`src/pkg/srs_pkg.sv`:
```
// Operation
// - crystal runs unless osc-off high; else external
// - oscillator on after power-up, off when ce low
// - divided output 50:50, even ratio 2..30
// - output ratio from reference register bits 21:18
// - divided output ratio sixteen after power-up
// - function bit 4 enables output buffer, default high
// - reference counter divides by 1..15 for detector
// - reference count defaults to one
// - four-bit function field selects observe pin source
// - observe pin shows regulator ready by default
// - lock set after five errors below 15 ns
// - lock held until 25 ns error seen
// - analog lock: open-drain high, brief low pulses
// - ce low stops regulator, registers revert to defaults
// - vco powered only while power bit set
// - half-band bit inserts divide-by-two after vco
// - 24-bit word msb first, sampled on clock rise
// - load strobe rise latches word by two lsbs
package srs_pkg;
  localparam int WORD_W = 24;
  localparam logic [1:0] SEL_REF = 2'h0;
  localparam logic [1:0] SEL_N = 2'h1;
  localparam logic [1:0] SEL_MOD = 2'h2;
  localparam logic [1:0] SEL_FUNC = 2'h3;
  localparam logic [23:0] REF_RESET = 24'h202000;
  localparam logic [23:0] N_RESET = 24'h202001;
  localparam logic [23:0] MOD_RESET = 24'h800602;
  localparam logic [23:0] FUNC_RESET = 24'h0018D3;
  localparam int REF_CLKDIV_LSB = 18;
  localparam int REF_OSC_OFF_BIT = 17;
  localparam int REF_RDIV_LSB = 13;
  localparam int N_HALF_BAND_BIT = 22;
  localparam int FN_OBS_LSB = 11;
  localparam int FN_DIVIDED_REF_OUTPUT_EN_BIT = 4;
  localparam int FN_PA_EN_BIT = 3;
  localparam int FN_VCO_POWER_BIT = 2;
  localparam logic [3:0] OBS_LOW = 4'h0;
  localparam logic [3:0] OBS_HIGH = 4'h1;
  localparam logic [3:0] OBS_TRISTATE = 4'h2;
  localparam logic [3:0] OBS_REG_READY = 4'h3;
  localparam logic [3:0] OBS_DIG_LOCK = 4'h4;
  localparam logic [3:0] OBS_ANA_LOCK = 4'h5;
  localparam logic [3:0] OBS_R_DIV = 4'h6;
  localparam logic [3:0] OBS_DIVIDED_REF_OUTPUT = 4'h7;
  localparam int CLK_MHZ = 25;
  localparam int REG_SETTLE_US = 50;
  localparam int REG_SETTLE_CYC = REG_SETTLE_US * CLK_MHZ;
  localparam int LOCK_SET_NS = 15;
  localparam int LOCK_CLR_NS = 25;
  localparam int LOCK_COUNT = 5;
endpackage

```
`src/core/srs_synth_ctrl.sv`:
```
`timescale 1ns/1ps
module srs_synth_ctrl #(
  parameter int ERR_W = 8
) (
  input wire logic clk,
  input wire logic rst,
  input wire logic chip_enable,
  input wire logic ser_clk,
  input wire logic ser_data,
  input wire logic load_strobe,
  input wire logic ext_ref_input_pin,
  input wire logic pfd_valid,
  input wire logic [ERR_W-1:0] pfd_err_ns,
  input wire logic observe_pin_i,
  output logic regulator_enable,
  output logic regulator_ready,
  output logic xtal_osc_enable,
  output logic ext_ref_select,
  output logic divided_ref_output,
  output logic divided_ref_oe,
  output logic pfd_ref_pulse,
  output logic digital_lock,
  output logic vco_power,
  output logic vco_half_band,
  output logic pa_enable,
  output logic [23:0] modulation_settings,
  output logic observe_pin_o,
  output logic observe_pin_oe
);
  if (ERR_W < 5) begin : g_chk
    $error("pfd_err_ns too narrow for lock thresholds");
  end
  // the counters below are sized for the package values; refuse anything larger
  if (srs_pkg::REG_SETTLE_CYC < 1 || srs_pkg::REG_SETTLE_CYC > 2047) begin : g_settle_chk
    $error("settle count does not fit its counter");
  end
  if (srs_pkg::LOCK_COUNT < 1 || srs_pkg::LOCK_COUNT > 7) begin : g_count_chk
    $error("lock qualification count does not fit its counter");
  end
  // without hysteresis a jittery loop would toggle lock on every comparison
  if (srs_pkg::LOCK_CLR_NS <= srs_pkg::LOCK_SET_NS) begin : g_hyst_chk
    $error("lock clear threshold must lie above the set threshold");
  end

  // ************************************************
  // power and regulator
  // ************************************************
  // counts clk cycles from ce high until the supply is taken as settled
  // the counter parks at the top, so ready cannot wrap back low while ce holds
  localparam logic [10:0] SETTLE = 11'(srs_pkg::REG_SETTLE_CYC);
  logic [10:0] settle_q;
  logic ready_q;

  always_ff @(posedge clk or posedge rst) begin
    if (rst) begin
      regulator_enable <= 1'b0;
      settle_q <= 11'h000;
      ready_q <= 1'b0;
    end else begin
      regulator_enable <= chip_enable;
      if (!chip_enable) begin
        settle_q <= 11'h000;
        ready_q <= 1'b0;
      end else if (settle_q == SETTLE - 11'h001) begin
        ready_q <= 1'b1;
      end else begin
        settle_q <= settle_q + 11'h001;
      end
    end
  end
  assign regulator_ready = ready_q;

  // ************************************************
  // serial interface
  // ************************************************
  // no crossing: the link pins are sampled as ordinary synchronous inputs
  logic sclk_q, le_q;
  logic [23:0] shift_q;
  logic [23:0] ref_q, n_q, mod_q, func_q;

  always_ff @(posedge clk or posedge rst) begin
    if (rst) begin
      sclk_q <= 1'b0;
      le_q <= 1'b0;
    end else begin
      sclk_q <= ser_clk;
      le_q <= load_strobe;
    end
  end

  // shifter is powered from the regulator, so it is dead until ready
  always_ff @(posedge clk or posedge rst) begin
    if (rst) begin
      shift_q <= 24'h000000;
    end else if (!ready_q || !chip_enable) begin
      shift_q <= 24'h000000;
    end else if (ser_clk && !sclk_q) begin
      shift_q <= {shift_q[22:0], ser_data};
    end
  end

  always_ff @(posedge clk or posedge rst) begin
    if (rst) begin
      ref_q <= srs_pkg::REF_RESET;
      n_q <= srs_pkg::N_RESET;
      mod_q <= srs_pkg::MOD_RESET;
      func_q <= srs_pkg::FUNC_RESET;
    end else if (!chip_enable) begin
      ref_q <= srs_pkg::REF_RESET;
      n_q <= srs_pkg::N_RESET;
      mod_q <= srs_pkg::MOD_RESET;
      func_q <= srs_pkg::FUNC_RESET;
    // latch only on the strobe's rising edge, so a held strobe loads once
    end else if (ready_q && load_strobe && !le_q) begin
      unique case (shift_q[1:0])
        srs_pkg::SEL_REF: ref_q <= shift_q;
        srs_pkg::SEL_N: n_q <= shift_q;
        srs_pkg::SEL_MOD: mod_q <= shift_q;
        srs_pkg::SEL_FUNC: func_q <= shift_q;
      endcase
    end
  end

  // ************************************************
  // reference source
  // ************************************************
  logic osc_off, osc_run, ext_q, ref_tick;
  assign osc_off = ref_q[srs_pkg::REF_OSC_OFF_BIT];
  // the crystal has no enable register of its own: ce low or the osc-off bit stops it
  assign osc_run = chip_enable;
  // external reference ticks on its own rising edge; crystal ticks every clk
  assign ref_tick = osc_run && (osc_off ? (ext_ref_input_pin && !ext_q) : 1'b1);

  always_ff @(posedge clk or posedge rst) begin
    if (rst) begin
      ext_q <= 1'b0;
      xtal_osc_enable <= 1'b0;
      ext_ref_select <= 1'b0;
    end else begin
      ext_q <= ext_ref_input_pin;
      xtal_osc_enable <= osc_run && !osc_off;
      ext_ref_select <= osc_off;
    end
  end

  // ************************************************
  // divided reference output
  // ************************************************
  // half period in ref ticks; ratio 2*k, nibble 0 is served as k=1
  logic [3:0] half_q, hcnt_q, new_half;
  logic div_q;
  assign new_half = (ref_q[srs_pkg::REF_CLKDIV_LSB +: 4] == 4'h0) ? 4'h1
                    : ref_q[srs_pkg::REF_CLKDIV_LSB +: 4];

  // ratio swaps only at a toggle, so no runt half-period reaches the pin
  always_ff @(posedge clk or posedge rst) begin
    if (rst) begin
      half_q <= srs_pkg::REF_RESET[srs_pkg::REF_CLKDIV_LSB +: 4];
      hcnt_q <= 4'h0;
      div_q <= 1'b0;
    end else if (ref_tick) begin
      if (hcnt_q == half_q - 4'h1) begin
        hcnt_q <= 4'h0;
        div_q <= !div_q;
        half_q <= new_half;
      end else begin
        hcnt_q <= hcnt_q + 4'h1;
      end
    end
  end

  always_ff @(posedge clk or posedge rst) begin
    if (rst) begin
      divided_ref_output <= 1'b0;
      divided_ref_oe <= 1'b0;
    end else begin
      divided_ref_output <= div_q;
      divided_ref_oe <= func_q[srs_pkg::FN_DIVIDED_REF_OUTPUT_EN_BIT] && chip_enable;
    end
  end

  // ************************************************
  // reference counter
  // ************************************************
  logic [3:0] rcnt_q, rdiv;
  assign rdiv = (ref_q[srs_pkg::REF_RDIV_LSB +: 4] == 4'h0) ? 4'h1
                : ref_q[srs_pkg::REF_RDIV_LSB +: 4];

  // compare with >= so a smaller ratio landing mid-count recovers at once
  always_ff @(posedge clk or posedge rst) begin
    if (rst) begin
      rcnt_q <= 4'h0;
      pfd_ref_pulse <= 1'b0;
    end else if (ref_tick && rcnt_q >= rdiv - 4'h1) begin
      rcnt_q <= 4'h0;
      pfd_ref_pulse <= 1'b1;
    end else begin
      if (ref_tick) begin
        rcnt_q <= rcnt_q + 4'h1;
      end
      pfd_ref_pulse <= 1'b0;
    end
  end

  // ************************************************
  // lock detect
  // ************************************************
  localparam logic [ERR_W-1:0] SET_NS = ERR_W'(srs_pkg::LOCK_SET_NS);
  localparam logic [ERR_W-1:0] CLR_NS = ERR_W'(srs_pkg::LOCK_CLR_NS);
  localparam logic [2:0] NEED = 3'(srs_pkg::LOCK_COUNT);
  // set below 15 ns, clear only at 25 ns: jitter between the two keeps lock
  logic [2:0] good_q;
  logic lock_q, ana_q;

  always_ff @(posedge clk or posedge rst) begin
    if (rst) begin
      good_q <= 3'h0;
      lock_q <= 1'b0;
    end else if (!chip_enable) begin
      good_q <= 3'h0;
      lock_q <= 1'b0;
    end else if (pfd_valid) begin
      if (!lock_q) begin
        if (pfd_err_ns >= SET_NS) begin
          good_q <= 3'h0;
        end else if (good_q == NEED - 3'h1) begin
          good_q <= 3'h0;
          lock_q <= 1'b1;
        end else begin
          good_q <= good_q + 3'h1;
        end
      end else if (pfd_err_ns >= CLR_NS) begin
        lock_q <= 1'b0;
      end
    end
  end

  // a comparison with any residual error pulls the line low for one cycle
  always_ff @(posedge clk or posedge rst) begin
    if (rst) begin
      ana_q <= 1'b0;
    end else begin
      ana_q <= lock_q && !(pfd_valid && pfd_err_ns != '0);
    end
  end
  assign digital_lock = lock_q;

  // ************************************************
  // observe pin
  // ************************************************
  logic [3:0] obs_sel;
  logic obs_d, obs_oe_d;
  assign obs_sel = func_q[srs_pkg::FN_OBS_LSB +: 4];

  // registered below, so the pin never glitches while the select field changes
  always_comb begin
    obs_d = 1'b0;
    obs_oe_d = 1'b1;
    case (obs_sel)
      srs_pkg::OBS_HIGH: obs_d = 1'b1;
      srs_pkg::OBS_TRISTATE: obs_oe_d = 1'b0;
      srs_pkg::OBS_REG_READY: obs_d = ready_q;
      srs_pkg::OBS_DIG_LOCK: obs_d = lock_q;
      srs_pkg::OBS_ANA_LOCK: obs_oe_d = !ana_q;
      srs_pkg::OBS_R_DIV: obs_d = pfd_ref_pulse;
      srs_pkg::OBS_DIVIDED_REF_OUTPUT: obs_d = div_q;
      default: obs_d = 1'b0;
    endcase
  end

  // pin reads low while ce is low: nothing behind it is powered
  always_ff @(posedge clk or posedge rst) begin
    if (rst) begin
      observe_pin_o <= 1'b0;
      observe_pin_oe <= 1'b1;
    end else begin
      observe_pin_o <= obs_d && chip_enable;
      observe_pin_oe <= obs_oe_d || !chip_enable;
    end
  end

  // ************************************************
  // vco and misc controls
  // ************************************************
  // one flop per control keeps every pin free of decode glitches
  always_ff @(posedge clk or posedge rst) begin
    if (rst) begin
      vco_power <= 1'b0;
      vco_half_band <= 1'b0;
      pa_enable <= 1'b0;
      modulation_settings <= srs_pkg::MOD_RESET;
    end else begin
      vco_power <= func_q[srs_pkg::FN_VCO_POWER_BIT] && chip_enable;
      vco_half_band <= n_q[srs_pkg::N_HALF_BAND_BIT];
      pa_enable <= func_q[srs_pkg::FN_PA_EN_BIT] && chip_enable;
      modulation_settings <= mod_q;
    end
  end

  // observe_pin_i is the wired level; the block itself never needs it back
  logic unused_obs;
  assign unused_obs = observe_pin_i;
endmodule

```
`config.mk`:
```
export PLATFORM = sky130hd
export DESIGN_NAME = srs_synth_ctrl
export DESIGN_NICKNAME = d
export VERILOG_FILES = /design/src/pkg/srs_pkg.sv /design/src/core/srs_synth_ctrl.sv
export SDC_FILE = /design/constraint.sdc
export NUM_CORES = 1
export LEC_CHECK = 0
export BUFFER_PORTS_ARGS = -buffer_cell sky130_fd_sc_hd__buf_2
export CAP_MARGIN = 20
export CELL_PAD_IN_SITES_DETAIL_PLACEMENT = 0
export CELL_PAD_IN_SITES_GLOBAL_PLACEMENT = 1
export CORE_ASPECT_RATIO = 2
export CORE_MARGIN = 5
export CORE_UTILIZATION = 42
export CTS_BUF_LIST = sky130_fd_sc_hd__clkbuf_16
export DETAILED_ROUTE_END_ITERATION = 8
export PLACE_DENSITY_LB_ADDON = 0.1
export RECOVER_POWER = 50
export REMOVE_ABC_BUFFERS = 1
export SYNTH_ARGS = -nofsm -noshare
export SYNTH_HDL_FRONTEND = slang
export SYNTH_SLANG_ARGS = --single-unit
```
`constraint.sdc`:
```
create_clock -name clk -period 5 [get_ports clk]
set_input_delay 1.25 -clock clk [delete_from_list [all_inputs] [get_ports clk]]
set_output_delay 1.25 -clock clk [all_outputs]
set_load 0.01 [all_outputs]
```
==> results of run 1 <==
-- routing by layer --
layer | track usage, % | up-vias | part of all wire, %
li1 | - | 1775 | -
met5 | 0 | - | 0
met4 | 5.44 | 0 | 1.2
met3 | 3.95 | 14 | 3.1
met1 | 18.0 | 1849 | 39
met2 | 29.8 | 44 | 56
-- worst max-delay path: stages --
cell and delay [ns]:
sky130_fd_sc_hd__clkbuf_1 0.50, sky130_fd_sc_hd__clkinv_1 0.89, sky130_fd_sc_hd__buf_4 0.52, sky130_fd_sc_hd__a211o_1 0.27
-- through the flow --
stage	instance area (sq um)	utilization, %	power (mW)
after floorplan	5280	-	1.31
after global placement	5790	46.1	1.37
after detailed placement	5790	46.1	1.38
after CTS	6460	51.5	2.81
after global routing	6480	51.6	2.88
final	6480	51.6	2.77
-- cells in the final DEF, fill, tap and decap left out, drive strengths merged, types with 3 or more instances in the layout --
cell / count
or4: 3
nand2: 105
dfstp: 15
buf: 56
ha: 10
clkbuf: 22
dfrtp: 118
and2: 4
nor2: 37
nor2b: 3
a21oi: 51
nand2b: 5
bufinv: 6
o21ai: 8
mux2i: 21
inv: 14
nor4: 7
or3: 3
xor2: 7
clkinvlp: 3
nor3: 7
clkinv: 6
nand3: 8
mux2: 3
xnor2: 10
-- worst max path at each step --
| stage | cells past startpoint | endpoint |
|---|---|---|
| floorplan | 1 | ana_q$_DFF_PP0_ |
| global placement | 4 | observe_pin_oe$_DFF_PP1_ |
| detailed placement | 5 | half_q[3]$_DFFE_PP1P_ |
| CTS | 5 | half_q[3]$_DFFE_PP1P_ |
| global route | 4 | observe_pin_o$_DFF_PP0_ |
| finish | 4 | observe_pin_oe$_DFF_PP1_ |
-- state kept, by name (all words and copies together), names as in the netlist, 3 cells and up --
name,flops
settle_q,11
half_q,4
shift_q,24
good_q,3
modulation_settings,24
rcnt_q,4
mod_q,24
ref_q,9
hcnt_q,4
func_q,7
-- where the power goes --
group | internal (mW) | total (mW) | switching (mW)
clock | 0.940 | 1.41 | 0.471
combinational | 0.0880 | 0.204 | 0.116
sequential | 1.12 | 1.16 | 0.0387
total | 2.15 | 2.77 | 0.626
-- cell type report --
| cell class | instances | area (sq um) | share of cell area (%) |
|---|---|---|---|
| Clock buffer | 17 | 425 | 6.56 |
| Clock inverter | 15 | 253 | 3.90 |
| Inverter | 14 | 53.8 | 0.830 |
| Multi-Input combinational cell | 325 | 1880 | 29.0 |
| Sequential cell | 133 | 3350 | 51.6 |
| Tap cell | 150 | 188 | 2.89 |
| Timing Repair Buffer | 61 | 339 | 5.23 |
-- cells by family after synthesis --
group	count (synthesis)	synth area share (%)
AOI/OAI and AO/OA	76	8.21
xor gates and xnor gates	17	2.78
adders and majority gates	10	2.33
buffers and inverters	36	2.57
DFF	133	62.4
muxes	24	4.76
and+or+nand+nor	198	16.9
==> qor.txt, run 1 <==
# setup viols final: 0
Vias in the first global route: 3912
Ant diodes: 0
Post-Synthesis Mean Instance Area: 10.9 sq um
Worst min path class: register to register
Layout cell share with drive strength beyond 1: 19.8%
Pin count of the biggest net entering global routing: 88
Clock period minus final worst setup slack: 3.11 ns
Yosys warns: 0
Data required time of the critical path: 5.33 ns
Launching instance or port of the critical path: chip_enable
Run status: finished, violations left
Startpoint class of the critical path: primary input
Total number of H-tree levels: 4
Vias per cell: 5.15
Final Skew: 0.00560 ns
PnR worst setup slack: 1.89 ns
Slew HR: -19.1%
I/O pins: 54
Reported max-cap violation count: 1
Worst-case clock buffer depth: 2
Number of enable flip-flop cells after synthesis: 0
Clock tree sinks: 133
Half-perimeter wire length of the detailed placement result: 7710 microns
Buffer cell driving the clock tree root: sky130_fd_sc_hd__clkbuf_16
Type of the setup path with the least slack: primary input to register
Routed length per placed instance: 16.2 microns
Crit path arrival time: 3.45 ns
Number of antenna violations at the first check in global routing: 0
Growth of design area from synthesis to finish: 20.9%
Overall die area: 0.0153 sq mm
WL final: 11600 microns
Worst-case hold path end point: modulation_settings[1]$_DFF_PP1_
Count of routing violations after the opening detailed-route iteration: 140
Share of the clock period used by the worst path: 62.3%
Final-layout fill cell count: 1150
Number of port buffers: 52
Wire length of the first global-routing pass: 19700 microns
Inst Count DP: 681
Total via count in the routed design: 3682
Slew at the pin closest to its max-slew limit: 1.78 ns
DRT Pass-1 Iters: 4
Post-detailed-route DRC marker count: 0
Effective utilization at floorplan: 42.7%
# hold bufs at CTS: 0
Post-route non-filler standard cell count: 715
RSZ-0062 raised after global routing: false
Start point of the worst min-delay path: mod_q[1]$_DFFE_PP1P_
Endpoint of the worst-slack reg-to-reg timing path: rcnt_q[2]$_DFFE_PP0P_
Area share of the largest cell type after synthesis: 55.1%
Synthesized flop and latch total: 133
R2R Path Start: ref_q[14]$_DFFE_PP0P_
Unique cell type count in the Yosys netlist: 52
Core Box Area: 0.0126 sq mm
Antenna violation net count after detailed routing: 0
Crit path max fanout: 26
GPL Wtd Cong: 0.766
PostCTS Resize Cnt: 0
Die height: 170 microns
Cell depth of the worst flop-to-flop path: 8
Post-synthesis cell area: 0.00536 sq mm
Cell leakage power: 2.93 nW
Number of pins with negative max-slew slack in the final report: 40
Most instantiated flip-flop cell in the synthesis netlist: sky130_fd_sc_hd__dfrtp_1
Worst slack, placed: 1.80 ns
Most numerous cell types in the synthesized netlist: sky130_fd_sc_hd__dfrtp_1, sky130_fd_sc_hd__nand2_1, sky130_fd_sc_hd__a21oi_1
Total power per unit cell area: 427 mW/mm^2
Area leader, netlist: sky130_fd_sc_hd__dfrtp_1
Fin Hold WS: 0.366 ns
Syn Inst Count: 494
Async set-or-reset flop fraction in the synthesized netlist: 100%
Layout net count: 579
Slack of the worst reg-to-reg path: 2.53 ns
Clock tree from TritonCTS: yes
Total gr overflow: 0
Category of the worst setup path capture point: register
Largest voltage drop on the vdd net: 0.000397 V
Fin Setup TNS: 0 ns
Final count of hold timing violations: 0
Count of cells along the worst hold path: 0
Ranking of synthesized cells by area: sky130_fd_sc_hd__dfrtp_1, sky130_fd_sc_hd__dfstp_2, sky130_fd_sc_hd__nand2_1, sky130_fd_sc_hd__a21oi_1, sky130_fd_sc_hd__mux2i_1
Clock insertion delay at the later pin of the skew report: 0.41 ns
Violated checks: capacitance limit, slew limit
Row Count: 58
Clk pin slew, worst setup/hold paths: 0.06 ns
Fmax: 321 MHz
Overall track demand over capacity in global routing: 16.2%
Most instantiated library cell after synthesis: sky130_fd_sc_hd__dfrtp_1
Post-CTS Repair Setup Buffers: 0
Sequential cell area fraction in the yosys report: 62.4%
Die Wd: 89.9 microns
Number of buffers inserted during clock tree synthesis: 17
Power figures use the tool's default switching activity.
==> run 2: changes to the inputs <==
==> constraint.sdc (replaced) <==
create_clock -name clk -period 2.55 [get_ports clk]
set_input_delay 0.6375 -clock clk [delete_from_list [all_inputs] [get_ports clk]]
set_output_delay 0.6375 -clock clk [all_outputs]
set_load 0.01 [all_outputs]
==> run 2 against run 1 <==
The run now ends clean; clock power rose by 75%; clock-buffer cell count did not move; worst setup slack got worse by 1.8 ns; cell count rose by 0.84%; sequential cell count did not move; critical endpoint is now rcnt_q[2]$_DFFE_PP0P_; worst hold slack got worse by 0.014 ns; core utilization fell by 0.24 points; sequential share of layout area rose by 0.24 points; largest cell class unchanged; total power rose by 85%; final area fell by 0.46%; critical path depth rose by 4.
==> qor.txt, run 2 (synthesis gave the netlist of run 1 again) <==
Run status: finished, final reports clean
Category of the worst setup path capture point: register
Family of cells with the greatest summed delay on the critical path: simple AND/OR/NAND/NOR gates
Most common cell after layout, fill and taps aside: sky130_fd_sc_hd__dfrtp_1
Die Wd: 89.9 microns
Total power per unit cell area: 795 mW/mm^2
Growth of design area from synthesis to finish: 20.3%
Ant diodes: 0
Number of buffers inserted during clock tree synthesis: 17
Core Box Area: 0.0126 sq mm
WL final: 11500 microns
DRT Pass-1 Iters: 4
PnR worst setup slack: 0.105 ns
Overall die area: 0.0153 sq mm
Vias in the first global route: 3835
Final count of hold timing violations: 0
Fin Setup TNS: 0 ns
Largest regs: mod_q: 24 flops, modulation_settings: 24 flops, shift_q: 24 flops
Cell leakage power: 2.92 nW
Slew at the pin closest to its max-slew limit: 1.09 ns
Total number of H-tree levels: 4
Overall track demand over capacity in global routing: 15.8%
I/O pins: 54
Die height: 170 microns
Fin Hold WS: 0.352 ns
Crit path arrival time: 2.74 ns
Clk pin slew, worst setup/hold paths: 0.06 ns
GPL Wtd Cong: 0.778
# hold bufs at CTS: 0
Data required time of the critical path: 2.84 ns
Leading cell types in the layout, fill and taps excluded: sky130_fd_sc_hd__dfrtp_1, sky130_fd_sc_hd__nand2_1, sky130_fd_sc_hd__a21oi_1
Post-route non-filler standard cell count: 721
Wire length of the first global-routing pass: 19400 microns
Number of pins with negative max-slew slack in the final report: 0
Vias per cell: 5.14
Effective utilization at floorplan: 42.7%
Final design instance area without fill: 0.00645 sq mm
Clock tree sinks: 133
Layout net count: 585
Number of port buffers: 52
# setup viols final: 0
Number of antenna violations at the first check in global routing: 0
Clock period minus final worst setup slack: 2.45 ns
Reported max-cap violation count: 0
Routed length per placed instance: 15.9 microns
Clock insertion delay at the later pin of the skew report: 0.41 ns
Count of routing violations after the opening detailed-route iteration: 184
Post-CTS Repair Setup Buffers: 0
Cells along the critical path: or2_2 > nor2_1 > a21oi_1 > ha_1 > or4b_1 > a31oi_2 > nor2_1 > a221o_1
Row Count: 58
Worst slack, placed: 0.106 ns
PostCTS Resize Cnt: 0
Share of the clock period used by the worst path: 95.9%
Worst-case clock buffer depth: 2
Post-detailed-route DRC marker count: 0
Worst path max stage delay: 0.46 ns
Type of the setup path with the least slack: register to register
Final Skew: 0.00622 ns
Slew HR: 26.7%
Fmax: 409 MHz
Cell repeated most along the worst path: sky130_fd_sc_hd__nor2_1
Half-perimeter wire length of the detailed placement result: 7700 microns
Total gr overflow: 0
Antenna violation net count after detailed routing: 0
Startpoint class of the critical path: register
RSZ-0062 raised after global routing: false
Buffer cell driving the clock tree root: sky130_fd_sc_hd__clkbuf_16
Worst min path class: primary input to register
Layout cell share with drive strength beyond 1: 20.7%
Total via count in the routed design: 3704
Number of buffer and inverter instances along the worst setup path: 0
Inst Count DP: 689
Pin count of the biggest net entering global routing: 58
Crit path max fanout: 4
Clock tree from TritonCTS: yes
Placed Area: 0.00588 sq mm
Largest voltage drop on the vdd net: 0.000564 V
Slowest stage cell, crit path: sky130_fd_sc_hd__or4b_1
run 2: changes by cell type in the layout (fill, tap and decap cells not counted), moves of 2 or more:
cell and change:
sky130_fd_sc_hd__buf_4 +4, sky130_fd_sc_hd__bufinv_16 -3, sky130_fd_sc_hd__buf_2 +2, sky130_fd_sc_hd__clkinv_1 +2
sky130_fd_sc_hd__clkinvlp_4 +2
run 2: metrics by stage:
stage | utilization (%) | power, mW
2_1_floorplan | - | 2.58
3_3_place_gp | 46.9 | 2.70
3_5_place_dp | 46.9 | 2.72
4_1_cts | 51.7 | 5.21
5_1_grt | 51.4 | 5.37
6_report | 51.4 | 5.13
run 2: area by class of cell:
cell class | count | area [sq um]
fill | 1171 | 6100
multi-input combinational | 325 | 1880
inverter | 14 | 53.8
clock buffer | 17 | 425
tap | 150 | 188
clock inverter | 15 | 180
timing repair buffer | 67 | 375
sequential | 133 | 3350
run 2: path summary, 6_finish.rpt:
path	start	to	slack, ns	cells after the start
setup reg to reg	ref_q[14]$_DFFE_PP0P_	rcnt_q[2]$_DFFE_PP0P_	0.10	8
min in group asynchronous	rst	modulation_settings[21]$_DFF_PP0_	0.41	2
max in group asynchronous	rst	func_q[13]$_DFFE_PP0P_	0.54	3
hold reg to reg	mod_q[23]$_DFFE_PP1P_	modulation_settings[23]$_DFF_PP1_	0.37	0
hold / removal	ext_ref_input_pin	ext_q$_DFF_PP0_	0.35	1
setup / recovery	ref_q[14]$_DFFE_PP0P_	rcnt_q[2]$_DFFE_PP0P_	0.10	8
run 2: per-layer routing:
| layer | part of all wire, % | GRT usage [%] | vias to the layer above |
|---|---|---|---|
| li1 | - | - | 1796 |
| met1 | 40 | 17.7 | 1835 |
| met2 | 56 | 28.9 | 62 |
| met3 | 2.8 | 3.59 | 11 |
| met4 | 1.4 | 5.96 | 0 |
| met5 | 0 | 0 | - |
run 2: where the power goes:
group	switching [mW]	internal (mW)	leakage, nW
Combinational	0.225	0.171	0.867
Sequential	0.0755	2.19	1.77
Clock	0.924	1.54	0.282
Total	1.23	3.90	2.92
